--- src/swd_pkg.sv ---
// Package and tick divider for the supervisor watchdog
package swd_pkg;

  localparam int ADDR_W = 12;
  localparam int DATA_W = 32;

  localparam logic [ADDR_W-1:0] OFS_LOAD  = 12'h000;
  localparam logic [ADDR_W-1:0] OFS_VALUE = 12'h004;
  localparam logic [ADDR_W-1:0] OFS_CTL   = 12'h008;
  localparam logic [ADDR_W-1:0] OFS_ICR   = 12'h00C;
  localparam logic [ADDR_W-1:0] OFS_RIS   = 12'h010;
  localparam logic [ADDR_W-1:0] OFS_MIS   = 12'h014;
  localparam logic [ADDR_W-1:0] OFS_TEST  = 12'h418;
  localparam logic [ADDR_W-1:0] OFS_LOCK  = 12'hC00;

  localparam int CTL_TIMEOUT_IRQ_ENABLE_BIT  = 0;
  localparam int CTL_RESET_OUTPUT_ENABLE_BIT  = 1;
  localparam int TEST_STALL_BIT = 8;

  localparam logic [DATA_W-1:0] LOAD_RESET = 32'hFFFF_FFFF;
  localparam logic [DATA_W-1:0] ZERO_WORD  = 32'h0000_0000;
  localparam logic [DATA_W-1:0] UNLOCK_KEY = 32'h1ACC_E551;

  localparam int CLK_HZ  = 50_000_000;
  localparam int WDOG_HZ = 50_000_000;
  localparam int TICK_DIV = CLK_HZ / WDOG_HZ;

  typedef struct packed {
    logic [ADDR_W-1:0] addr;
    logic [DATA_W-1:0] wdata;
    logic              wr;
    logic              rd;
  } swd_bus_req_t;

endpackage

`timescale 1ns/1ns

module swd_tick_gen #(
  parameter int DIV = 1
) (
  input  wire logic clk,      // System clock
  input  wire logic rst_n,    // Synchronised reset, active low
  input  wire logic enable,   // Watchdog clock gate
  output logic      tick      // One-cycle count enable
);

  localparam int CW = (DIV > 1) ? $clog2(DIV) : 1;
  localparam logic [CW-1:0] LAST = CW'(DIV - 1);

  logic [CW-1:0] cnt;

  // A gated clock freezes the divider phase instead of resetting it
  always_ff @(posedge clk or negedge rst_n) begin
    if (!rst_n) begin
      cnt <= '0;
    end else if (enable) begin
      cnt <= (cnt == LAST) ? '0 : cnt + 1'b1;
    end
  end

  assign tick = enable && (cnt == LAST);

endmodule

--- src/swd_core.sv ---
// Supervisor watchdog: down counter, time-out interrupt, reset request, lock
//
// Behaviour
// - 32-bit down counter starts from a software-written load value.
// - Counting advances only while the watchdog clock enable is high.
// - With stall enabled, debug halt pauses counting; it resumes afterwards.
// - Once enabled, counter reaching zero gives the first time-out.
// - Setting the interrupt enable also starts the counter.
// - After a time-out the counter reloads and keeps counting down.
// - Second time-out with interrupt pending and reset enabled asserts reset.
// - Clearing the interrupt before second time-out reloads; no reset follows.
// - Writing the load value while running reloads the counter at once.
// - Writing the load value leaves a pending interrupt untouched.
// - Enabling the interrupt preloads the counter from the load value.
// - Locked registers refuse configuration writes.
// - Interrupt output is masked; raw status stays readable regardless.
// - Reset generation has its own enable; disabled means no reset.
// - Any write to lock register locks; the unlock key unlocks.
// - Once interrupt enable is set, control writes are ignored until reset.
// - Loading zero raises the time-out interrupt immediately.
// - Any write to clear register reloads counter and clears interrupt, unless a time-out lands in the same cycle.
`timescale 1ns/1ns

module swd_core
  import swd_pkg::*;
#(
  parameter int TICK_DIVIDE = TICK_DIV
) (
  input  wire logic          clk,          // System clock, 50 MHz
  input  wire logic          rstn,         // Asynchronous reset, active low
  input  wire swd_bus_req_t  bus_req,      // Register access request
  output logic [DATA_W-1:0]  bus_rdata,    // Read data, cycle after read
  input  wire logic          wdog_clk_en,  // Watchdog clock enable
  input  wire logic          debug_halt,   // Processor halted in debug
  output logic               timeout_irq,  // Masked time-out interrupt
  output logic               sys_reset_req // System reset request
);

  logic rst_meta;
  logic rst_n;

  // Release is synchronised so every flop leaves reset on the same edge
  always_ff @(posedge clk or negedge rstn) begin
    if (!rstn) begin
      rst_meta <= 1'b0;
      rst_n    <= 1'b0;
    end else begin
      rst_meta <= 1'b1;
      rst_n    <= rst_meta;
    end
  end

  logic [DATA_W-1:0] reload_value_reg;
  logic [DATA_W-1:0] count;
  logic              timeout_irq_enable;
  logic              reset_output_enable;
  logic              stall_enable;
  logic              locked;
  logic              raw_status;
  logic              wdog_tick;

  swd_tick_gen #(
    .DIV (TICK_DIVIDE)
  ) u_tick (
    .clk    (clk),
    .rst_n  (rst_n),
    .enable (wdog_clk_en),
    .tick   (wdog_tick)
  );

  // Bus strobe, address and data are registered every cycle, so each write acts one cycle after the request
  logic              wr_q;
  logic [ADDR_W-1:0] waddr_q;
  logic [DATA_W-1:0] wdata_q;

  always_ff @(posedge clk or negedge rst_n) begin
    if (!rst_n) begin
      wr_q    <= 1'b0;
      waddr_q <= '0;
      wdata_q <= '0;
    end else begin
      wr_q    <= bus_req.wr;
      waddr_q <= bus_req.addr;
      wdata_q <= bus_req.wdata;
    end
  end

  logic wr_load;
  logic wr_ctl;
  logic wr_icr;
  logic wr_test;
  logic wr_lock;
  logic ctl_accept;
  logic irq_enable_rise;

  always_comb begin
    wr_load = wr_q && (waddr_q == OFS_LOAD) && !locked;
    wr_ctl  = wr_q && (waddr_q == OFS_CTL) && !locked;
    wr_icr  = wr_q && (waddr_q == OFS_ICR) && !locked;
    wr_test = wr_q && (waddr_q == OFS_TEST) && !locked;
    wr_lock = wr_q && (waddr_q == OFS_LOCK);
  end

  // Control freezes for good once the interrupt enable is set
  assign ctl_accept      = wr_ctl && !timeout_irq_enable;
  assign irq_enable_rise = ctl_accept && wdata_q[CTL_TIMEOUT_IRQ_ENABLE_BIT];

  always_ff @(posedge clk or negedge rst_n) begin
    if (!rst_n) begin
      locked <= 1'b0;
    end else if (wr_lock) begin
      locked <= (wdata_q != UNLOCK_KEY);
    end
  end

  always_ff @(posedge clk or negedge rst_n) begin
    if (!rst_n) begin
      timeout_irq_enable  <= 1'b0;
      reset_output_enable <= 1'b0;
    end else if (ctl_accept) begin
      timeout_irq_enable  <= wdata_q[CTL_TIMEOUT_IRQ_ENABLE_BIT];
      reset_output_enable <= wdata_q[CTL_RESET_OUTPUT_ENABLE_BIT];
    end
  end

  always_ff @(posedge clk or negedge rst_n) begin
    if (!rst_n) begin
      stall_enable <= 1'b0;
    end else if (wr_test) begin
      stall_enable <= wdata_q[TEST_STALL_BIT];
    end
  end

  always_ff @(posedge clk or negedge rst_n) begin
    if (!rst_n) begin
      reload_value_reg <= LOAD_RESET;
    end else if (wr_load) begin
      reload_value_reg <= wdata_q;
    end
  end

  logic count_step;
  logic timeout_event;
  logic [DATA_W-1:0] next_count;

  // The counter runs only after the enable; debug halt can freeze it
  assign count_step = timeout_irq_enable && wdog_tick
                      && !(stall_enable && debug_halt);
  assign timeout_event = count_step && (count == ZERO_WORD);

  always_comb begin
    next_count = count;
    if (wr_load) begin
      next_count = wdata_q;
    end else if (wr_icr || irq_enable_rise) begin
      next_count = reload_value_reg;
    end else if (timeout_event) begin
      next_count = reload_value_reg;
    end else if (count_step) begin
      next_count = count - 1'b1;
    end
  end

  always_ff @(posedge clk or negedge rst_n) begin
    if (!rst_n) begin
      count <= LOAD_RESET;
    end else begin
      count <= next_count;
    end
  end

  // A time-out in the same cycle as a clear keeps the flag: the event wins
  always_ff @(posedge clk or negedge rst_n) begin
    if (!rst_n) begin
      raw_status <= 1'b0;
    end else if (timeout_event || (wr_load && wdata_q == ZERO_WORD)) begin
      raw_status <= 1'b1;
    end else if (wr_icr) begin
      raw_status <= 1'b0;
    end
  end

  // Pending flag is sampled before any clear in the same cycle
  always_ff @(posedge clk or negedge rst_n) begin
    if (!rst_n) begin
      sys_reset_req <= 1'b0;
    end else if (timeout_event && raw_status && reset_output_enable) begin
      sys_reset_req <= 1'b1;
    end
  end

  always_ff @(posedge clk or negedge rst_n) begin
    if (!rst_n) begin
      timeout_irq <= 1'b0;
    end else begin
      timeout_irq <= raw_status && timeout_irq_enable;
    end
  end

  logic [DATA_W-1:0] next_rdata;

  always_comb begin
    next_rdata = ZERO_WORD;
    unique case (bus_req.addr)
      OFS_LOAD:  next_rdata = reload_value_reg;
      OFS_VALUE: next_rdata = count;
      OFS_CTL: begin
        next_rdata[CTL_TIMEOUT_IRQ_ENABLE_BIT] = timeout_irq_enable;
        next_rdata[CTL_RESET_OUTPUT_ENABLE_BIT] = reset_output_enable;
      end
      OFS_RIS:   next_rdata[0] = raw_status;
      OFS_MIS:   next_rdata[0] = raw_status && timeout_irq_enable;
      OFS_TEST:  next_rdata[TEST_STALL_BIT] = stall_enable;
      OFS_LOCK:  next_rdata[0] = locked;
      default:   next_rdata = ZERO_WORD;
    endcase
  end

  // Unmapped and write-only addresses read as zero
  always_ff @(posedge clk or negedge rst_n) begin
    if (!rst_n) begin
      bus_rdata <= ZERO_WORD;
    end else if (bus_req.rd) begin
      bus_rdata <= next_rdata;
    end else begin
      bus_rdata <= ZERO_WORD;
    end
  end

endmodule

--- config.mk ---
export PLATFORM = sky130hd
export DESIGN_NAME = swd_core
export DESIGN_NICKNAME = d
export VERILOG_FILES = /design/src/swd_pkg.sv /design/src/swd_core.sv
export SDC_FILE = /design/constraint.sdc
export NUM_CORES = 1
export LEC_CHECK = 0
export ABC_AREA = 1
export BUFFER_PORTS_ARGS = -buffer_cell sky130_fd_sc_hd__clkbuf_2
export CAP_MARGIN = 20
export CORE_MARGIN = 8
export CORE_UTILIZATION = 25
export CTS_BUF_LIST = sky130_fd_sc_hd__clkbuf_8
export CTS_CLUSTER_SIZE = 16
export DETAILED_ROUTE_END_ITERATION = 7
export PLACE_DENSITY_LB_ADDON = 0.3
export SLEW_MARGIN = 20
export SYNTH_ARGS = -nofsm -noshare
export SYNTH_HDL_FRONTEND = slang
export SYNTH_SLANG_ARGS = --single-unit
--- constraint.sdc ---
create_clock -name clk -period 4.3 [get_ports clk]
set_input_delay 0.215 -clock clk [delete_from_list [all_inputs] [get_ports clk]]
set_output_delay 0.215 -clock clk [all_outputs]
set_load 0.05 [all_outputs]
==> metrics.cfg <==
[worst_setup_path]
cp_data_required_time_ps=4700
critical_path.slowest_cell=nor2_2
crit_path_cell_trace=inv_1 > ha_1 > nand3_1 > nor2_1 > nand3_2 > nor2_2 > nor2_2 > nand3_1 > a21oi_1
timing.critical_path.from_type=register
crit_path_max_fanout=21
sort_of_element_at_the_end_of_the_critical_path=register
wp_buf_inv=1
category_of_the_most_critical_setup_path=register to register
cp_data_arrival_time_ps=2810
critical-path-max-stage-delay_ps=690
category_of_cells_accounting_for_the_largest_share_of_critical_path_delay=simple AND/OR/NAND/NOR gates

[status]
run_status=finished, final reports clean

[layout]
layout-drive-gt1-share_pct=23.3
multi_input_area_um2=3070
layout.cells.most_common=nand2_1
layout.nets=1092
mostFrequentLayoutCells=nand2_1, nor2_1, nand3_1
nFillCells=3212
area_growth_pct=22.9
diodes=0
layout.area.seq_um2=3840

[sta]
slew-limit-headroom_pct=34.7
rsz0062_at_grt=no
clock.fmax_mhz=415
timing.final.max_slew_violations=0
finalHoldWorstSlack_ps=42.4
fin_worst_skew_ps=16.4
final_min_period_over_clock_period_pct=56.1
setup_viol_count_final=0
finalWorstPathRequiredPeriod_ps=2410
tightest_slew_ps=977
finalSetupTns_ps=0
final_hold_violation_count=0

[floorplanning]
fp.dieArea_um2=35500
placeableCoreArea_um2=29500
number_of_cell_rows=63
start_util_pct=25.2
die-width_um=189
floorplan.io_pins=84
chipHeight_um=189

[routing]
route.antenna.remaining_nets=0
drtPass1Iterations=5
drt_iter0_drc=375
drt-wirelength-per-cell_um=15.5
post_drt_via_cell_ratio=4.39
routed_wire_length_um=22400
drcViolationCount=0
route.vias.total=6345

[pwr]
power.density_nw_per_um2=377
power.leakage_nw=4.37
power.ir.vdd_worst_mv=0.162

[global_route]
overflow=0
grt_max_degree=79
global_route.usage.total_pct=12.9
antenna_found_initial=0
first_global_vias=6473
grt_first_pass_wirelength_um=36300

[clocking]
cts_resized=0
ctsHoldBuffers=46
clk_root_buffer_cell=clkbuf_8
cts_tree=built
clockBufferDepth=2
numCtsBuffers=17
post_cts.repair.setup_buffers=0
worst_setup_hold_path_clk_slew_ps=80
clkSinkCount=150
clock_tree.htree_level_count=4
worst_skew_pair.late_latency_ps=470

[synth]
cell_area_after_synthesis_um2=7440
ys_seq_elements=150
yosys.area.top_type=dfrtp_1
post_synth_inst_count=917
synth.net_count=968
postSynthAreaPerCell_um2=8.12
yosysWarnings=0
post-synth-top-area-fraction_pct=28.9
seq_area_frac_synth_pct=51.5
synth_area_leaders=dfrtp_1, dfstp_2, nand2_1
synth_cell_type_count=43

[min_path]
worstHoldPathType=input port to register

[placed_design]
port-buffer-count=83
hpwl_dp_um=15900
finalWeightedCongestion=0.892

[run]
max_cap_violation_count=0

tightest hold or removal path: cells and delay by family:
| kind | cells | cell delay [ps] |
|---|---|---|
| buffers and inverters | 1 | 110 |
| AOI/OAI and AO/OA | 2 | 140 |
cell usage after synthesis:
library cell	count
nor2_1	104
nand3b_1	3
nor2_2	18
nor3b_1	2
xnor2_1	7
o211ai_1	1
nand2_2	7
dfrtp_1	86
or2_1	1
nand4_2	1
a22oi_1	6
and3_1	1
mux2i_1	1
or2_2	8
dfstp_2	64
a31o_2	1
nand3_2	4
buf_6	5
clkbuf_1	3
xor2_1	11
inv_1	82
clkinv_4	1
a21oi_1	44
conb_1	1
buf_4	4
buf_2	18
nor2_8	1
o21ai_0	12
o21ai_1	18
nand4_1	11
and2_1	4
ha_1	1
nand3_1	94
inv_2	9
inv_4	1
nor4_1	8
nor3_4	1
nand2_4	2
nand2_1	256
o21bai_1	2
a31oi_1	3
nor2_4	5
nor3_1	5
per-stage QoR:
stage	cell area (um^2)	utilization (%)	instances	setup slack (ps)	total power, W
floorplan	7440	-	917	1870	0.00202
global placement	8210	27.8	1365	1970	0.00218
detailed placement	8210	27.8	1365	1880	0.00218
CTS	9120	30.9	1443	1860	0.00349
global route	9150	31.0	1444	1620	0.00362
finish	9150	31.0	1444	1890	0.00345
cell families after synthesis:
| kind of cell | count (synthesis) | synth area share (%) |
|---|---|---|
| AO/OA/AOI/OAI | 87 | 6.25 |
| XOR/XNOR | 18 | 2.12 |
| adder cells (fa/ha/maj) | 1 | 0.168 |
| buffers and inverters | 123 | 7.31 |
| flip-flops | 150 | 51.5 |
| multiplexers | 1 | 0.135 |
| other | 1 | 0.0504 |
| AND/OR/NAND/NOR | 536 | 32.4 |
final timing paths:
kind                       slack, ps                          endpoint            startpoint  depth (start not counted)
max                             1890             count[25]$_DFFE_PN1P_  count[0]$_DFFE_PN1P_                          9
max reg2reg                     1890             count[25]$_DFFE_PN1P_  count[0]$_DFFE_PN1P_                          9
min                               40            bus_rdata[8]$_DFF_PN0_            bus_req[0]                          3
min reg2reg                      270            bus_rdata[8]$_DFF_PN0_       rst_n$_DFF_PN0_                          0
min in group asynchronous         70                   rst_n$_DFF_PN0_                  rstn                          2
max in group asynchronous       3000  reload_value_reg[17]$_DFFE_PN1P_       rst_n$_DFF_PN0_                          2
cell type report:
type	count	area share [%]
clock buffers	18	2.71
multi-input cells	644	33.6
repair buffers	135	10.3
well taps	390	5.33
inverters	93	3.90
flip-flops and latches	150	41.9
clock inverters	14	2.27
per-layer routing:
metal / vias up / wire (um) / GRT usage, %
met5: - / 0 / 0
met2: 136 / 10400 / 20.6
met3: 23 / 895 / 2.37
met1: 3024 / 10900 / 17.5
met4: 0 / 284 / 3.73
li1: 3162 / - / -
where the power goes:
part           total, W  internal, W  leakage, nW  switching, W
Clock           0.00126     0.000702        0.234      0.000561
Combinational  0.000537     0.000210         2.40      0.000327
Sequential      0.00165      0.00154         1.74      0.000118
Note: power is estimated with default switching activity, not from simulation.
